`config.mk`:
```
export PLATFORM = sky130hd
export DESIGN_NAME = cilc_top
export DESIGN_NICKNAME = d
export VERILOG_FILES = /design/src/cilc_pkg.sv /design/src/cilc_top.sv /design/src/cilc_pin_cond.sv
export SDC_FILE = /design/constraint.sdc
export NUM_CORES = 1
export LEC_CHECK = 0
export BUFFER_PORTS_ARGS = -buffer_cell sky130_fd_sc_hd__buf_4
export CAP_MARGIN = 20
export CORE_MARGIN = 8
export CORE_UTILIZATION = 45
export DETAILED_ROUTE_END_ITERATION = 6
export PLACE_DENSITY = 0.62
export SYNTH_ARGS = -nofsm -noshare
export SYNTH_HDL_FRONTEND = slang
export SYNTH_HIERARCHICAL = 1
export SYNTH_SLANG_ARGS = --single-unit
```
`constraint.sdc`:
```
create_clock -name hclk -period 7.4 [get_ports hclk]
set_clock_uncertainty 0.1 [all_clocks]
set_input_delay 1.48 -clock hclk [delete_from_list [all_inputs] [get_ports hclk]]
set_output_delay 1.48 -clock hclk [all_outputs]
set_load 0.02 [all_outputs]
```
`src/cilc_pkg.sv`:
```
/*
 Package for the camera I/O line conditioner: register offsets, field
 positions, reset values, encodings and timing constants.
 Assumes a 250 MHz system clock and a 32-bit AHB-Lite register bus.
*/
package cilc_pkg;

	localparam int CLK_MHZ          = 250;
	localparam int TICK_US          = 1;
	localparam int TICK_CYCLES      = CLK_MHZ * TICK_US;
	localparam int FILT_MAX_US      = 20000;
	localparam int WIDTH_MAX_US     = 100;

	// Register byte offsets
	localparam logic [7:0] OFS_PIN_SELECT   = 8'h00;
	localparam logic [7:0] OFS_FILTER_TIME  = 8'h04;
	localparam logic [7:0] OFS_POLARITY     = 8'h08;
	localparam logic [7:0] OFS_IN_ROUTE     = 8'h0C;
	localparam logic [7:0] OFS_OUT_SOURCE   = 8'h10;
	localparam logic [7:0] OFS_MIN_WIDTH    = 8'h14;
	localparam logic [7:0] OFS_SW_OUT       = 8'h18;
	localparam logic [7:0] OFS_DIR          = 8'h1C;
	localparam logic [7:0] OFS_LINE_STATUS  = 8'h20;

	// Pin indices
	localparam logic [1:0] PIN_OPTO_IN  = 2'd0;
	localparam logic [1:0] PIN_OPTO_OUT = 2'd1;
	localparam logic [1:0] PIN_BIDIR_A  = 2'd2;
	localparam logic [1:0] PIN_BIDIR_B  = 2'd3;

	// Input routing targets
	typedef enum logic [1:0]
	{
		CILC_RT_NONE  = 2'd0,
		CILC_RT_BURST = 2'd1,
		CILC_RT_FRAME = 2'd2,
		CILC_RT_CLEAR = 2'd3
	} cilc_route_e;

	// Output sources
	typedef enum logic [2:0]
	{
		CILC_SRC_BURST_WAIT = 3'd0,
		CILC_SRC_FRAME_WAIT = 3'd1,
		CILC_SRC_INTEG_ON   = 3'd2,
		CILC_SRC_ILLUM_WIN  = 3'd3,
		CILC_SRC_DELAY_PULS = 3'd4,
		CILC_SRC_SW_BIT     = 3'd5
	} cilc_src_e;

	localparam logic [2:0] SRC_LAST = 3'd5;

	// Internal status signals used as output sources
	typedef struct packed
	{
		logic burst_wait;
		logic frame_wait;
		logic integ_on;
		logic illum_win;
		logic delay_pulse;
	} cilc_status_s;

	// Trigger pulses towards internal functions
	typedef struct packed
	{
		logic burst_begin;
		logic frame_begin;
		logic count_clear;
		logic auto_frame;
	} cilc_trig_s;

	localparam logic [14:0] FILT_RST  = 15'h0000;
	localparam logic [6:0]  WIDTH_RST = 7'h00;

endpackage

```
`src/cilc_top.sv`:
```
/*
 Camera I/O line conditioner top: AHB-Lite register slave, pin
 synchronisers, input routing and output source selection.
 Assumes a 250 MHz hclk, single-word AHB-Lite transfers and status
 signals from the acquisition logic on the same clock.
*/
// The placing of the registers and the AHB-Lite register port were left to the implementer.
// Summary of operation
// - Each input pin can trigger burst begin, frame begin or count clear.
// - After reset the opto input drives frame begin.
// - Filter accepts a level only after it holds for the filter time.
// - Accepted change is forwarded delayed by the filter time.
// - Each input pin has its own filter time, 0 to 20000 us.
// - Each input pin has an independent polarity flip.
// - Changing polarity flip starts exactly one frame acquisition.
// - Each output pin drives one selected internal or software source.
// - After reset the opto output takes software bit 1.
// - Integration on source is refused on variants lacking it.
// - Narrow output pulses are stretched to the minimum width, less up to one 1 us tick of counting phase.
// - Pulses at or above the minimum pass unchanged.
// - Each output pin has its own minimum width, 0 to 100 us.
// - Per-pin settings are reached through the pin select register.
`timescale 1ns/1ps
module cilc_top
#(
	parameter int  NPIN       = 4,
	parameter bit  HAS_INTEG  = 1'b1
)
(
	input  wire logic                  hclk,
	input  wire logic                  hresetn,
	input  wire logic                  hsel,
	input  wire logic [31:0]           haddr,
	input  wire logic [1:0]            htrans,
	input  wire logic                  hwrite,
	input  wire logic [2:0]            hsize,
	input  wire logic [31:0]           hwdata,
	input  wire logic                  hready,
	output logic [31:0]                hrdata,
	output logic                       hreadyout,
	output logic                       hresp,
	input  wire logic                  opto_in,
	output logic                       opto_out,
	input  wire logic                  bidir_a_i,
	output logic                       bidir_a_o,
	output logic                       bidir_a_oe,
	input  wire logic                  bidir_b_i,
	output logic                       bidir_b_o,
	output logic                       bidir_b_oe,
	input  wire cilc_pkg::cilc_status_s status,
	output cilc_pkg::cilc_trig_s       trig
);

	localparam int FW = 15;
	localparam int WW = 7;

	if (NPIN != 4 || cilc_pkg::TICK_CYCLES > 256)
	begin : g_bad_cfg
		$error("cilc_top serves four pins with an 8-bit tick divider");
	end

	logic [1:0]                 sel_ff;
	logic [FW-1:0]              filt_ff   [NPIN];
	logic [NPIN-1:0]            flip_ff;
	cilc_pkg::cilc_route_e      route_ff  [NPIN];
	cilc_pkg::cilc_src_e        src_ff    [NPIN];
	logic [WW-1:0]              width_ff  [NPIN];
	logic [NPIN-1:0]            swbit_ff;
	logic [1:0]                 dir_ff;
	logic                       auto_ff;
	logic [7:0]                 tick_cnt_ff;
	logic                       tick;
	logic [NPIN-1:0]            sync1_ff;
	logic [NPIN-1:0]            sync2_ff;
	logic [NPIN-1:0]            line_level;
	logic [NPIN-1:0]            line_edge;
	logic [NPIN-1:0]            src_level;
	logic [NPIN-1:0]            drive_level;
	logic [NPIN-1:0]            in_ok;
	logic                       dph_ff;
	logic                       dwr_ff;
	logic [7:0]                 daddr_ff;
	logic                       wr_en;
	logic [31:0]                rd_mux;

	// One microsecond tick from the system clock
	assign tick = tick_cnt_ff == 8'(cilc_pkg::TICK_CYCLES - 1);

	always_ff @(posedge hclk or negedge hresetn)
	begin
		if (!hresetn)
			tick_cnt_ff <= 8'h00;
		else
			tick_cnt_ff <= tick ? 8'h00 : tick_cnt_ff + 8'h01;
	end

	always_ff @(posedge hclk or negedge hresetn)
	begin
		if (!hresetn)
		begin
			sync1_ff <= '0;
			sync2_ff <= '0;
		end
		else
		begin
			sync1_ff <= {bidir_b_i, bidir_a_i, 1'b0, opto_in};
			sync2_ff <= sync1_ff;
		end
	end

	// Input-capable pins: opto input and bidirectional pins set as input
	assign in_ok = {!dir_ff[1], !dir_ff[0], 1'b0, 1'b1};

	// Bus address phase capture
	always_ff @(posedge hclk or negedge hresetn)
	begin
		if (!hresetn)
		begin
			dph_ff   <= 1'b0;
			dwr_ff   <= 1'b0;
			daddr_ff <= 8'h00;
		end
		else if (hready)
		begin
			dph_ff   <= hsel && htrans[1];
			dwr_ff   <= hsel && htrans[1] && hwrite;
			daddr_ff <= haddr[7:0];
		end
	end

	assign wr_en     = dph_ff && dwr_ff;
	assign hreadyout = 1'b1;
	assign hresp     = 1'b0;

	function automatic logic src_legal(input logic [2:0] v);
		src_legal = (v <= cilc_pkg::SRC_LAST) &&
			(HAS_INTEG || v != 3'(cilc_pkg::CILC_SRC_INTEG_ON));
	endfunction

	// Register writes; per-pin settings go to the selected pin only, software bits to all pins, direction to both bidirectional pins
	always_ff @(posedge hclk or negedge hresetn)
	begin
		if (!hresetn)
		begin
			sel_ff   <= 2'd0;
			flip_ff  <= '0;
			swbit_ff <= '0;
			dir_ff   <= 2'b00;
			auto_ff  <= 1'b0;
			for (int i = 0; i < NPIN; i++)
			begin
				filt_ff[i]  <= cilc_pkg::FILT_RST;
				width_ff[i] <= cilc_pkg::WIDTH_RST;
				route_ff[i] <= cilc_pkg::CILC_RT_NONE;
				src_ff[i]   <= cilc_pkg::CILC_SRC_SW_BIT;
			end
			route_ff[cilc_pkg::PIN_OPTO_IN] <= cilc_pkg::CILC_RT_FRAME;
		end
		else
		begin
			auto_ff <= 1'b0;
			if (wr_en)
			begin
				if (daddr_ff == cilc_pkg::OFS_PIN_SELECT)
					sel_ff <= hwdata[1:0];
				else if (daddr_ff == cilc_pkg::OFS_FILTER_TIME)
				begin
					if (hwdata[31:0] <= 32'(cilc_pkg::FILT_MAX_US))
						filt_ff[sel_ff] <= hwdata[FW-1:0];
				end
				else if (daddr_ff == cilc_pkg::OFS_POLARITY)
				begin
					flip_ff[sel_ff] <= hwdata[0];
					if (hwdata[0] != flip_ff[sel_ff])
						auto_ff <= 1'b1;
				end
				else if (daddr_ff == cilc_pkg::OFS_IN_ROUTE)
					route_ff[sel_ff] <= cilc_pkg::cilc_route_e'(hwdata[1:0]);
				else if (daddr_ff == cilc_pkg::OFS_OUT_SOURCE)
				begin
					if (src_legal(hwdata[2:0]))
						src_ff[sel_ff] <= cilc_pkg::cilc_src_e'(hwdata[2:0]);
				end
				else if (daddr_ff == cilc_pkg::OFS_MIN_WIDTH)
				begin
					if (hwdata[31:0] <= 32'(cilc_pkg::WIDTH_MAX_US))
						width_ff[sel_ff] <= hwdata[WW-1:0];
				end
				else if (daddr_ff == cilc_pkg::OFS_SW_OUT)
					swbit_ff <= hwdata[NPIN-1:0];
				else if (daddr_ff == cilc_pkg::OFS_DIR)
					dir_ff <= hwdata[1:0];
			end
		end
	end

	// Read mux for the selected pin
	always_comb
	begin
		rd_mux = 32'h0000_0000;
		if (daddr_ff == cilc_pkg::OFS_PIN_SELECT)
			rd_mux[1:0] = sel_ff;
		else if (daddr_ff == cilc_pkg::OFS_FILTER_TIME)
			rd_mux[FW-1:0] = filt_ff[sel_ff];
		else if (daddr_ff == cilc_pkg::OFS_POLARITY)
			rd_mux[0] = flip_ff[sel_ff];
		else if (daddr_ff == cilc_pkg::OFS_IN_ROUTE)
			rd_mux[1:0] = route_ff[sel_ff];
		else if (daddr_ff == cilc_pkg::OFS_OUT_SOURCE)
			rd_mux[2:0] = src_ff[sel_ff];
		else if (daddr_ff == cilc_pkg::OFS_MIN_WIDTH)
			rd_mux[WW-1:0] = width_ff[sel_ff];
		else if (daddr_ff == cilc_pkg::OFS_SW_OUT)
			rd_mux[NPIN-1:0] = swbit_ff;
		else if (daddr_ff == cilc_pkg::OFS_DIR)
			rd_mux[1:0] = dir_ff;
		else if (daddr_ff == cilc_pkg::OFS_LINE_STATUS)
			rd_mux[NPIN-1:0] = line_level;
	end

	assign hrdata = dph_ff ? rd_mux : 32'h0000_0000;

	genvar g;
	generate
		for (g = 0; g < NPIN; g++)
		begin : g_pin
			always_comb
			begin
				case (src_ff[g])
					cilc_pkg::CILC_SRC_BURST_WAIT: src_level[g] = status.burst_wait;
					cilc_pkg::CILC_SRC_FRAME_WAIT: src_level[g] = status.frame_wait;
					cilc_pkg::CILC_SRC_INTEG_ON:   src_level[g] = status.integ_on;
					cilc_pkg::CILC_SRC_ILLUM_WIN:  src_level[g] = status.illum_win;
					cilc_pkg::CILC_SRC_DELAY_PULS: src_level[g] = status.delay_pulse;
					default:                       src_level[g] = swbit_ff[g];
				endcase
			end

			cilc_pin_cond #(.FW(FW), .WW(WW)) u_cond
			(
				.hclk        (hclk),
				.hresetn     (hresetn),
				.tick        (tick),
				.pin_raw     (sync2_ff[g]),
				.filt_time   (filt_ff[g]),
				.flip        (flip_ff[g]),
				.line_level  (line_level[g]),
				.line_edge   (line_edge[g]),
				.src_level   (src_level[g]),
				.min_width   (width_ff[g]),
				.drive_level (drive_level[g])
			);

			a_src_legal : assert property (@(posedge hclk) disable iff (!hresetn)
				(src_ff[g] <= cilc_pkg::SRC_LAST) &&
				(HAS_INTEG || src_ff[g] != cilc_pkg::CILC_SRC_INTEG_ON))
				else $error("illegal output source held");
		end
	endgenerate

	// Trigger routing from accepted edges
	function automatic logic route_hit(input cilc_pkg::cilc_route_e want,
		input logic [NPIN-1:0] edg, input logic [NPIN-1:0] ok,
		input cilc_pkg::cilc_route_e r0, input cilc_pkg::cilc_route_e r2,
		input cilc_pkg::cilc_route_e r3);
		route_hit = (edg[0] && ok[0] && r0 == want) ||
			(edg[2] && ok[2] && r2 == want) ||
			(edg[3] && ok[3] && r3 == want);
	endfunction

	always_ff @(posedge hclk or negedge hresetn)
	begin
		if (!hresetn)
			trig <= '0;
		else
		begin
			trig.burst_begin <= route_hit(cilc_pkg::CILC_RT_BURST, line_edge, in_ok,
				route_ff[0], route_ff[2], route_ff[3]);
			trig.frame_begin <= route_hit(cilc_pkg::CILC_RT_FRAME, line_edge, in_ok,
				route_ff[0], route_ff[2], route_ff[3]);
			trig.count_clear <= route_hit(cilc_pkg::CILC_RT_CLEAR, line_edge, in_ok,
				route_ff[0], route_ff[2], route_ff[3]);
			trig.auto_frame  <= auto_ff;
		end
	end

	assign opto_out   = drive_level[cilc_pkg::PIN_OPTO_OUT];
	assign bidir_a_o  = drive_level[cilc_pkg::PIN_BIDIR_A];
	assign bidir_a_oe = dir_ff[0];
	assign bidir_b_o  = drive_level[cilc_pkg::PIN_BIDIR_B];
	assign bidir_b_oe = dir_ff[1];

	a_auto_one_pulse : assert property (@(posedge hclk) disable iff (!hresetn)
		trig.auto_frame |=> !trig.auto_frame) else $error("auto frame not single");
	a_flip_starts : assert property (@(posedge hclk) disable iff (!hresetn)
		$changed(flip_ff) |=> trig.auto_frame) else $error("flip change without frame");
	a_integ_refused : assert property (@(posedge hclk) disable iff (!hresetn)
		!HAS_INTEG |-> src_ff[1] != cilc_pkg::CILC_SRC_INTEG_ON) else $error("integ source");
	a_filt_range : assert property (@(posedge hclk) disable iff (!hresetn)
		filt_ff[0] <= 15'(cilc_pkg::FILT_MAX_US)) else $error("filter time out of range");
	a_width_range : assert property (@(posedge hclk) disable iff (!hresetn)
		width_ff[1] <= 7'(cilc_pkg::WIDTH_MAX_US)) else $error("width out of range");
	a_frame_route : assert property (@(posedge hclk) disable iff (!hresetn)
		(line_edge[0] && route_ff[0] == cilc_pkg::CILC_RT_FRAME) |=> trig.frame_begin)
		else $error("frame trigger missed");
	a_tick_single : assert property (@(posedge hclk) disable iff (!hresetn)
		tick |=> !tick) else $error("tick longer than one cycle");
	a_burst_route : assert property (@(posedge hclk) disable iff (!hresetn)
		(line_edge[2] && in_ok[2] && route_ff[2] == cilc_pkg::CILC_RT_BURST)
		|=> trig.burst_begin) else $error("burst trigger missed");
	a_clear_route : assert property (@(posedge hclk) disable iff (!hresetn)
		(line_edge[3] && in_ok[3] && route_ff[3] == cilc_pkg::CILC_RT_CLEAR)
		|=> trig.count_clear) else $error("count clear missed");
	a_frame_pin_b : assert property (@(posedge hclk) disable iff (!hresetn)
		(line_edge[3] && in_ok[3] && route_ff[3] == cilc_pkg::CILC_RT_FRAME)
		|=> trig.frame_begin) else $error("frame trigger from pin b missed");
	a_burst_opto : assert property (@(posedge hclk) disable iff (!hresetn)
		(line_edge[0] && route_ff[0] == cilc_pkg::CILC_RT_BURST)
		|=> trig.burst_begin) else $error("burst trigger from opto input missed");
	a_out_quiet : assert property (@(posedge hclk) disable iff (!hresetn)
		(dir_ff == 2'b11 && route_ff[0] != cilc_pkg::CILC_RT_BURST)
		|=> !trig.burst_begin) else $error("output pin raised a trigger");
	a_out_rise : assert property (@(posedge hclk) disable iff (!hresetn)
		(width_ff[1] == '0 && src_level[1])
		|=> opto_out) else $error("opto output not following source high");
	a_out_fall : assert property (@(posedge hclk) disable iff (!hresetn)
		(width_ff[1] == '0 && !src_level[1])
		|=> !opto_out) else $error("opto output not following source low");
	a_filt_hold : assert property (@(posedge hclk) disable iff (!hresetn)
		(wr_en && daddr_ff == cilc_pkg::OFS_FILTER_TIME && sel_ff != cilc_pkg::PIN_OPTO_IN)
		|=> $stable(filt_ff[0])) else $error("unselected filter time changed");
	a_width_hold : assert property (@(posedge hclk) disable iff (!hresetn)
		(wr_en && daddr_ff == cilc_pkg::OFS_MIN_WIDTH && sel_ff != cilc_pkg::PIN_OPTO_OUT)
		|=> $stable(width_ff[1])) else $error("unselected width changed");
	a_sel_write : assert property (@(posedge hclk) disable iff (!hresetn)
		(wr_en && daddr_ff == cilc_pkg::OFS_PIN_SELECT)
		|=> sel_ff == $past(hwdata[1:0])) else $error("pin select not written");
	a_auto_cause : assert property (@(posedge hclk) disable iff (!hresetn)
		trig.auto_frame
		|-> $past(flip_ff, 2) != $past(flip_ff)) else $error("auto frame without flip change");
	c_frame_trig : cover property (@(posedge hclk) disable iff (!hresetn) trig.frame_begin);
	c_burst_trig : cover property (@(posedge hclk) disable iff (!hresetn) trig.burst_begin);
	c_auto_frame : cover property (@(posedge hclk) disable iff (!hresetn) trig.auto_frame);
	c_clear_trig : cover property (@(posedge hclk) disable iff (!hresetn) trig.count_clear);

endmodule

```
`src/cilc_pin_cond.sv`:
```
/*
 Per-pin conditioner: glitch filter with polarity flip on the input
 path, minimum width stretcher on the output path.
 Assumes pin_raw is already synchronised and tick is a one-cycle pulse
 once per microsecond.
*/
`timescale 1ns/1ps
module cilc_pin_cond
#(
	parameter int FW = 15,
	parameter int WW = 7
)
(
	input  wire logic          hclk,
	input  wire logic          hresetn,
	input  wire logic          tick,
	input  wire logic          pin_raw,
	input  wire logic [FW-1:0] filt_time,
	input  wire logic          flip,
	output logic               line_level,
	output logic               line_edge,
	input  wire logic          src_level,
	input  wire logic [WW-1:0] min_width,
	output logic               drive_level
);

	if ((2 ** FW) <= cilc_pkg::FILT_MAX_US || (2 ** WW) <= cilc_pkg::WIDTH_MAX_US)
	begin : g_bad_width
		$error("cilc_pin_cond counters too narrow for the setting ranges");
	end

	logic          last_raw_ff;
	logic          stable_ff;
	logic [FW-1:0] fcnt_ff;
	logic          level_ff;
	logic          src_prev_ff;
	logic [WW-1:0] wcnt_ff;
	logic          drive_ff;
	logic          raw_chg;
	logic          filt_done;
	logic          nxt_level;
	logic          src_rise;
	logic          src_fall;

	assign raw_chg   = pin_raw != last_raw_ff;
	assign filt_done = (fcnt_ff >= filt_time) && !raw_chg;
	// Accepted level only after holding for filter time
	assign nxt_level = (filt_done && (pin_raw != stable_ff)) ? pin_raw : stable_ff;
	assign src_rise  = src_level && !src_prev_ff;
	assign src_fall  = !src_level && src_prev_ff;

	always_ff @(posedge hclk or negedge hresetn)
	begin
		if (!hresetn)
		begin
			last_raw_ff <= 1'b0;
			stable_ff   <= 1'b0;
			fcnt_ff     <= '0;
			level_ff    <= 1'b0;
		end
		else
		begin
			last_raw_ff <= pin_raw;
			stable_ff   <= nxt_level;
			// Restart count on every raw transition
			if (raw_chg)
				fcnt_ff <= '0;
			else if (tick && fcnt_ff < filt_time)
				fcnt_ff <= fcnt_ff + 1'b1;
			level_ff <= nxt_level ^ flip;
		end
	end

	assign line_level = level_ff;
	assign line_edge  = (nxt_level ^ flip) != level_ff;

	always_ff @(posedge hclk or negedge hresetn)
	begin
		if (!hresetn)
		begin
			src_prev_ff <= 1'b0;
			wcnt_ff     <= '0;
			drive_ff    <= 1'b0;
		end
		else
		begin
			src_prev_ff <= src_level;
			if (src_rise)
			begin
				drive_ff <= 1'b1;
				wcnt_ff  <= '0;
			end
			else if (drive_ff && tick && wcnt_ff < min_width)
				wcnt_ff <= wcnt_ff + 1'b1;
			// Hold high until minimum reached, else follow source
			if (!src_level && drive_ff && !src_rise)
			begin
				if (wcnt_ff >= min_width || (tick && wcnt_ff + 1'b1 >= min_width))
					drive_ff <= 1'b0;
			end
		end
	end

	assign drive_level = drive_ff;

	a_drive_follows_rise : assert property (@(posedge hclk) disable iff (!hresetn)
		src_rise |=> drive_level) else $error("output did not start on source rise");
	a_zero_no_stretch : assert property (@(posedge hclk) disable iff (!hresetn)
		(min_width == '0 && src_fall) |=> !drive_level) else $error("zero width stretched");
	c_stretch : cover property (@(posedge hclk) disable iff (!hresetn)
		drive_level && !src_level);

endmodule

```
# Word-level counts from Yosys, hierarchy flattened
# Cells that the tools add are included.
dict set report totals {
  elab_cells 319
  input_bits 82
  output_inout_bits 43
  ff_bits 247
}
dict set report op_classes {
  add_sub_neg 8
  n_lt_le_gt_ge 24
  n_reduce_logical 86
  n_bitwise 12
  n_eq_ne 40
  n_mux 94
}
# operator n
set ops {}
lappend ops {{$mux W15} 11}
lappend ops {{$mux W7} 10}
lappend ops {{$mux W4} 17}
lappend ops {{$add A15 B1 Y15 const B} 4}
lappend ops {{$bwmux W60} 1}
lappend ops {{$ge A15 B15 Y1} 4}
lappend ops {{$lt A15 B15 Y1} 4}
lappend ops {{$logic_and A1 B1 Y1} 45}
lappend ops {{$ge A7 B7 Y1} 6}
lappend ops {{$eq A8 B5 Y1 const B} 4}
lappend ops {{$le A32 B15 Y1 const B} 1}
lappend ops {{$le A32 B7 Y1 const B} 1}
lappend ops {{$bmux W15 S2} 1}
lappend ops {{$demux W15 S2} 1}
lappend ops {{$bwmux W28} 1}
lappend ops {{$add A7 B1 Y7 const B} 3}
lappend ops {{$lt A7 B7 Y1} 3}
lappend ops {{$mux W1} 21}
lappend ops {{$eq A3 B2 Y1 const B} 6}
lappend ops {{$eq A8 B4 Y1 const B} 2}
lappend ops {{$mux W8} 2}
lappend ops {{$reduce_and A8 Y1} 2}
lappend ops {{$mux W3} 5}
lappend ops {{$pmux W1 S5} 3}
lappend ops {{42 further kinds} 106}

# Depth between registers and ports, before layout
# Gate-level depths: netlist (run 1).
dict set report depth {
  word_depth 24
  depth_mapped 12
  mapped_depth_nobuf 12
}

# Cells and area by module
# The synthesis (run 1) kept the hierarchy.
# mod area_each_um2 n_inst seq_area_each_um2 cells_each
set modules_own_cells {}
lappend modules_own_cells {cilc_top 7618.6 1 3739.8 563}
lappend modules_own_cells {{cilc_pin_cond at g_pin[0].u_cond ...} 2115.8 3 675.6 233}
lappend modules_own_cells {{cilc_pin_cond at g_pin[3].u_cond} 2137.0 1 675.6 245}

# Worst setup path after synthesis (run 1)
# Ideal clock, no wire load.
dict set report synth_timing {
  kind {reg2out}
  from {register daddr_ff[1]}
  to {output port hrdata[0]}
  required_time_ps 5820
  n_path_buf 1
  stages_incl_launch_ff 7
  slack_ps 3250
  arrival_time_ps 2570
  path_cell_list {dfrtp_1 nor4_2 buf_4 nand2_1 nor2_1 a2111oi_0 a2111oi_0}
}
dict set report synth_via {
  elab_chain_len 24
}
# item line
set synth_rtl {}
lappend synth_rtl {{start: declaration} cilc_top.sv:82} ;# logic [7:0] daddr_ff;
lappend synth_rtl {{start signal: assignment} cilc_top.sv:127} ;# daddr_ff <= haddr[7:0];
lappend synth_rtl {{$eq A8 B6 Y1} cilc_top.sv:217} ;# else if (daddr_ff == cilc_pkg::OFS_LINE_STATUS)
lappend synth_rtl {{$mux W4} cilc_top.sv:217}
lappend synth_rtl {{$mux W4} cilc_top.sv:215} ;# else if (daddr_ff == cilc_pkg::OFS_DIR)
lappend synth_rtl {{$mux W4} cilc_top.sv:213} ;# else if (daddr_ff == cilc_pkg::OFS_SW_OUT)
lappend synth_rtl {{$mux W4} cilc_top.sv:211} ;# else if (daddr_ff == cilc_pkg::OFS_MIN_WIDTH)
lappend synth_rtl {{$mux W4} cilc_top.sv:209} ;# else if (daddr_ff == cilc_pkg::OFS_OUT_SOURCE)
lappend synth_rtl {{$mux W4} cilc_top.sv:207} ;# else if (daddr_ff == cilc_pkg::OFS_IN_ROUTE)
lappend synth_rtl {{$mux W4} cilc_top.sv:205} ;# else if (daddr_ff == cilc_pkg::OFS_POLARITY)
lappend synth_rtl {{[8 not listed]} --}
lappend synth_rtl {{$mux W4} cilc_top.sv:203} ;# else if (daddr_ff == cilc_pkg::OFS_FILTER_TIME)
lappend synth_rtl {{$mux W4} cilc_top.sv:201} ;# if (daddr_ff == cilc_pkg::OFS_PIN_SELECT)
lappend synth_rtl {{$mux W3} cilc_top.sv:209}
lappend synth_rtl {{$mux W2} cilc_top.sv:207}
lappend synth_rtl {{$mux W1} cilc_top.sv:205}
lappend synth_rtl {{$mux W7} cilc_top.sv:203}
lappend synth_rtl {{$mux W2 (*)} cilc_top.sv:201}
lappend synth_rtl {{$mux W15 (*)} cilc_top.sv:221} ;# assign hrdata = dph_ff ? rd_mux : 32'h0000_0000;
lappend synth_rtl {{end: declaration} cilc_top.sv:39} ;# output logic [31:0] hrdata,
# Every way passes the cells marked *; elsewhere a longest branch is shown, timed or not. The select of a mux whose other input is x is not followed.

# Worst setup path in the final report (run 1)
dict set report layout_timing {
  from {register sel_ff[1]}
  to {output port hrdata[0]}
}
dict set report layout_via {
  elab_chain_len 16
}
# item line
set layout_rtl {}
lappend layout_rtl {{start: declaration} cilc_top.sv:62} ;# logic [1:0] sel_ff;
lappend layout_rtl {{start signal: assignment} cilc_top.sv:165} ;# sel_ff <= hwdata[1:0];
lappend layout_rtl {{$not A2 Y3 (implied by the code)} --}
lappend layout_rtl {{$bmux W7 S2} cilc_top.sv:212} ;# rd_mux[WW-1:0] = width_ff[sel_ff];
lappend layout_rtl {{$mux W7 (implied by the code) (2 in series)} cilc_top.sv:212}
lappend layout_rtl {{$mux W4} cilc_top.sv:211}
lappend layout_rtl {{$mux W4} cilc_top.sv:209}
lappend layout_rtl {{$mux W4} cilc_top.sv:207}
lappend layout_rtl {{$mux W4} cilc_top.sv:205}
lappend layout_rtl {{$mux W4} cilc_top.sv:203}
lappend layout_rtl {{$mux W4} cilc_top.sv:201}
lappend layout_rtl {{$mux W3} cilc_top.sv:209}
lappend layout_rtl {{$mux W2} cilc_top.sv:207}
lappend layout_rtl {{$mux W1} cilc_top.sv:205}
lappend layout_rtl {{$mux W7 (*)} cilc_top.sv:203}
lappend layout_rtl {{$mux W2 (*)} cilc_top.sv:201}
lappend layout_rtl {{$mux W15 (*)} cilc_top.sv:221}
# Marked as above.

==> run summary, run 1 <==
Full die area: 0.0400 mm²
Synth warnings: 6
Placed Cells: 1899
Max-slew headroom: 0.297
Max FO, Critical Path: 22
Cts bufs inserted: 28
Final worst path period need: 5.24 ns
Cell Count, Final, Fillers Out: 1954
R2r setup slk: 4.10 ns
Setup CP Type: reg2out
H-tree depth: 1
PwrDens: 178 mW/mm²
Hpwl dp: 25.5 mm
# Max-Cap Violations: 0
Worst reg-to-reg path cell count: 11
Final wirelength: 35.4 mm
Number of global-route vias before repair: 11087
Crit end category: output port
R2r startpoint: g_pin[3].u_cond/fcnt_ff[8]
TritonCTS clock tree: yes
Final Cycle Share: 0.709
Clock latency on the worst-skew pair: 0.55 ns
Clock transition at the registers of the reported paths: 0.06 ns
PortBufs: 77
TritonRoute pass-1 iters: 5
Layout Nets: 1677
Initial Util: 0.455
Worst EP arrival: 3.66 ns
Leakage: 7.87 nW
Top routing layer in use: met4
Syn_area_per_cell: 10.8 µm²
Share of cells above drive strength 1: 0.236
WL met1: 16.0 mm
Worst slack at placement: 2.72 ns
Final hold violation count: 0
Met2 Routed Length: 16.7 mm
Final setup fails: 0
Drt via density: 5.50
WP data required: 5.82 ns
Fin area: 0.0171 mm²
GPL Wtd Cong: 0.873
Antenna Nets Post-Route: 0
Post-CTS sizing: 0
Worst setup margin: 2.16 ns
First-pass GRT wire length: 58.5 mm
Die Wd: 200 µm
# diodes: 0
FP Rows: 67
Crit start category: flip-flop
Setup TNS: 0 ns
CTS Sinks: 248
Largest net degree at the start of global routing: 192
Io pins: 125
Area grow syn2layout: 12.4%
Status: complete, no violations
Root Driver: clkbuf_16
GR Overflow Total: 0
Gate Count Post-Synth: 1413
DR DRC count: 0
Iter 0 DRT Violations: 534
Maximum vdd ir drop: 0.000173 V
Area after DPL: 0.0161 mm²
Initial antenna violation count: 0
Core footprint: 0.0334 mm²
Post-CTS Hold Buffers: 0
Hold path start: auto_ff
CTS max path bufs: 3
Vias after detailed routing: 10753
Die Height: 200 µm
Tightest Hold Check Type: reg2reg
Avg WL per Cell: 18.1 µm
Synthesized area: 0.0152 mm²
Met3 wire length: 1.73 mm
Slew at the pin with the worst max-slew slack: 1.05 ns
CP Launch Point: sel_ff[1]
Total Routing Usage GR: 0.180
Pins Over Slew Limit: 0
Hold Path Depth: 0
Post-CTS Setup Inserts: 0
Fmax: 191 MHz
Reg2reg end: trig[2]
Final Core Density: 0.512
Worst Hold End: trig[0]
RSZ-0062 raised after global routing: false
registers in the layout, summed over array words and instances (netlist names), 3 cells and up:
name                      count
daddr_ff                      8
filt_ff                      60
flip_ff                       4
g_pin.u_cond/drive_level      3
g_pin.u_cond/fcnt_ff         60
g_pin.u_cond/last_raw_ff      4
g_pin.u_cond/line_level       4
g_pin.u_cond/src_prev_ff      3
g_pin.u_cond/stable_ff        4
g_pin.u_cond/wcnt_ff         21
route_ff                      8
src_ff                       12
swbit_ff                      4
sync1_ff                      3
sync2_ff                      3
tick_cnt_ff                   8
trig                          4
width_ff                     28
worst max-delay path, stage by stage, from the launching register on:
cell and delay (ns):
dfrtp_1 1.00, buf_4 0.43, mux4_2 0.56, nand4_1 0.11, o31ai_1 0.07, a2111oi_0 0.52, a2111oi_0 0.19, buf_4 0.22
layout make-up:
type	count	area, µm²
fill	3020	16300
clock buffer	45	906
timing repair buffer	85	658
inverter	113	424
tap	448	561
multi-input combinational	1008	8280
clock inverter	7	62.6
sequential	248	6220
cell usage in the layout, fill, tap and decap left out, types with 17 or more instances in the layout:
cell type  instances
xnor2_1           35
nand2_1           66
clkbuf_16         29
nand4_1           43
nor2b_1           23
dfrtp_1          238
ha_1             111
and3_1            17
xor2_1            49
nand3_1           50
mux2_2            87
or3_1             17
mux4_2            30
inv_1            113
conb_1            23
o21ai_0           49
buf_4             83
nor2_1           103
mux2_4            40
a21oi_1           63
worst max path at each step:
| stage | end |
|---|---|
| 4_1_cts | hrdata[0] |
| 2_1_floorplan | hrdata[0] |
| 5_1_grt | hrdata[0] |
| 3_5_place_dp | hrdata[0] |
| 3_3_place_gp | hrdata[0] |
| 6_report | hrdata[0] |
where the power goes:
| part | total, W | internal [W] | leakage, nW | switching, W |
|---|---|---|---|---|
| Clock | 0.00143 | 0.000867 | 0.482 | 0.000563 |
| Combinational | 0.000206 | 0.0000767 | 4.08 | 0.000129 |
| Sequential | 0.00141 | 0.00138 | 3.30 | 0.0000282 |
per-stage QoR:
stage          power, W  hold slack (ns)
2_1_floorplan   0.00155            0.231
3_3_place_gp    0.00164            0.234
3_5_place_dp    0.00164            0.244
4_1_cts         0.00308            0.257
5_1_grt         0.00316            0.259
6_report        0.00305            0.253
per-layer routing:
metal | GRT usage | vias up
met4 | 0.0493 | 0
met1 | 0.242 | 5323
li1 | - | 5144
met5 | 0 | -
met3 | 0.0268 | 60
met2 | 0.301 | 226
(Power assumes the default switching activity.)
==> run 2, diff against run 1 <==
Clock period 7.4 ns to 5 ns, I/O delays scaled along.
==> run summary, run 2 (synthesis results as in run 1) <==
Largest net degree at the start of global routing: 130
Max FO, Critical Path: 13
Total Routing Usage GR: 0.177
Pins Over Slew Limit: 0
Die Height: 200 µm
PwrDens: 260 mW/mm²
Post-CTS sizing: 0
Iter 0 DRT Violations: 560
Antenna Nets Post-Route: 0
Initial Util: 0.455
Post-CTS Setup Inserts: 0
CTS Sinks: 248
Vias after detailed routing: 10721
Final hold violation count: 0
Placed Cells: 1903
Clock transition at the registers of the reported paths: 0.06 ns
Setup TNS: 0 ns
Full die area: 0.0400 mm²
Final wirelength: 34.9 mm
Hpwl dp: 25.6 mm
Worst Hold End: sync2_ff[3]
H-tree depth: 1
Area grow syn2layout: 12.4%
Crit end category: output port
Crit start category: flip-flop
Worst EP arrival: 3.43 ns
First-pass GRT wire length: 57.5 mm
Core footprint: 0.0334 mm²
Max-slew headroom: 0.269
R2r setup slk: 1.79 ns
Setup CP Type: reg2out
Fmax: 221 MHz
Commonest non-fill, non-tap cell in the layout: dfrtp_1
Die Wd: 200 µm
FP Rows: 67
PortBufs: 77
WP data required: 3.90 ns
RSZ-0062 raised after global routing: false
Number of global-route vias before repair: 10642
Reg2reg end: trig[2]
Post-CTS Hold Buffers: 0
Leakage: 7.87 nW
GR Overflow Total: 0
# Max-Cap Violations: 0
Hold Path Depth: 0
CP cell instances: nor4_2, buf_4, nand2_1, or3_1, o21ai_0, buf_4
Largest regs: filt_ff x60, g_pin.u_cond/fcnt_ff x60, width_ff x28
Cts bufs inserted: 29
R2r startpoint: g_pin[3].u_cond/fcnt_ff[8]
Fill count: 3006
Final Cycle Share: 0.906
Initial antenna violation count: 0
TritonRoute pass-1 iters: 5
Tightest Hold Check Type: reg2reg
Max incr delay on CP: 0.69 ns
Layout Nets: 1681
Hold path start: sync1_ff[3]
Final setup fails: 0
Root Driver: clkbuf_16
CTS max path bufs: 3
GPL Wtd Cong: 0.876
Clock latency on the worst-skew pair: 0.56 ns
Final worst path period need: 4.53 ns
Io pins: 125
Worst reg-to-reg path cell count: 11
Share of cells above drive strength 1: 0.235
# diodes: 0
Avg WL per Cell: 17.8 µm
Cell Count, Final, Fillers Out: 1958
Maximum vdd ir drop: 0.000246 V
Slew at the pin with the worst max-slew slack: 1.09 ns
Cell repeated most along the worst path: buf_4
Slowest CP cell: nor4_2
TritonCTS clock tree: yes
Status: complete, no violations
Commonest non-fill, non-tap cells in the layout: dfrtp_1 (238), inv_1 (113), ha_1 (111)
DR DRC count: 0
Drt via density: 5.48
-- run 2: changes by cell type in the layout (fill, tap and decap cells not counted), sizes merged --
cell      before  now
clkinvlp       1    0
clkbuf        45   44
clkinv         5    8
buf           85   88
-- run 2: worst max path at each step --
stage                start   endpoint  slack, ns  depth (start not counted)
2_1_floorplan  daddr_ff[1]  hrdata[0]       1.33                          6
3_3_place_gp   daddr_ff[1]  hrdata[0]       1.10                          6
3_5_place_dp   daddr_ff[1]  hrdata[0]       1.01                          6
4_1_cts        daddr_ff[1]  hrdata[0]       0.40                          6
5_1_grt        daddr_ff[1]  hrdata[0]       0.15                          6
6_report       daddr_ff[1]  hrdata[5]       0.47                          6
-- run 2: critical path, delay by kind of cell (launching register included) --
family / cells / cell delay, ns
and+or+nand+nor: 3 / 1.47
buffers and inverters: 2 / 0.49
AOI/OAI and AO/OA: 1 / 0.51
DFF: 1 / 0.39
-- run 2: area by class of cell --
| type | count | area, µm² | area share |
|---|---|---|---|
| clock buffers | 44 | 852 | 0.0498 |
| clock inverters | 9 | 73.8 | 0.00432 |
| inverters | 113 | 424 | 0.0248 |
| multi-input cells | 1008 | 8280 | 0.484 |
| flip-flops and latches | 248 | 6220 | 0.364 |
| well taps | 448 | 561 | 0.0328 |
| repair buffers | 88 | 693 | 0.0405 |
-- run 2: metal layers --
layer	global-route usage	routed length, µm	up-vias
li1	-	-	5150
met1	0.244	15900	5320
met2	0.295	16800	203
met3	0.0230	1520	48
met4	0.0406	729	0
met5	0	0	-
-- run 2: through the flow --
| step | cell area, µm² | hold WS, ns | setup WS (ns) | utilization | total power, W |
|---|---|---|---|---|---|
| global placement | 16200 | 0.237 | 1.10 | 0.483 | 0.00243 |
| CTS | 17100 | 0.255 | 0.399 | 0.511 | 0.00451 |
| global route | 17100 | 0.257 | 0.150 | 0.511 | 0.00462 |
| floorplan | 15300 | 0.231 | 1.33 | - | 0.00229 |
| finish | 17100 | 0.252 | 0.472 | 0.511 | 0.00445 |
| detailed placement | 16200 | 0.237 | 1.01 | 0.483 | 0.00243 |
-- run 2: where the power goes --
part           total, W  internal, W  switching, W
clock           0.00206      0.00122      0.000838
combinational  0.000309     0.000117      0.000192
sequential      0.00208      0.00205     0.0000383
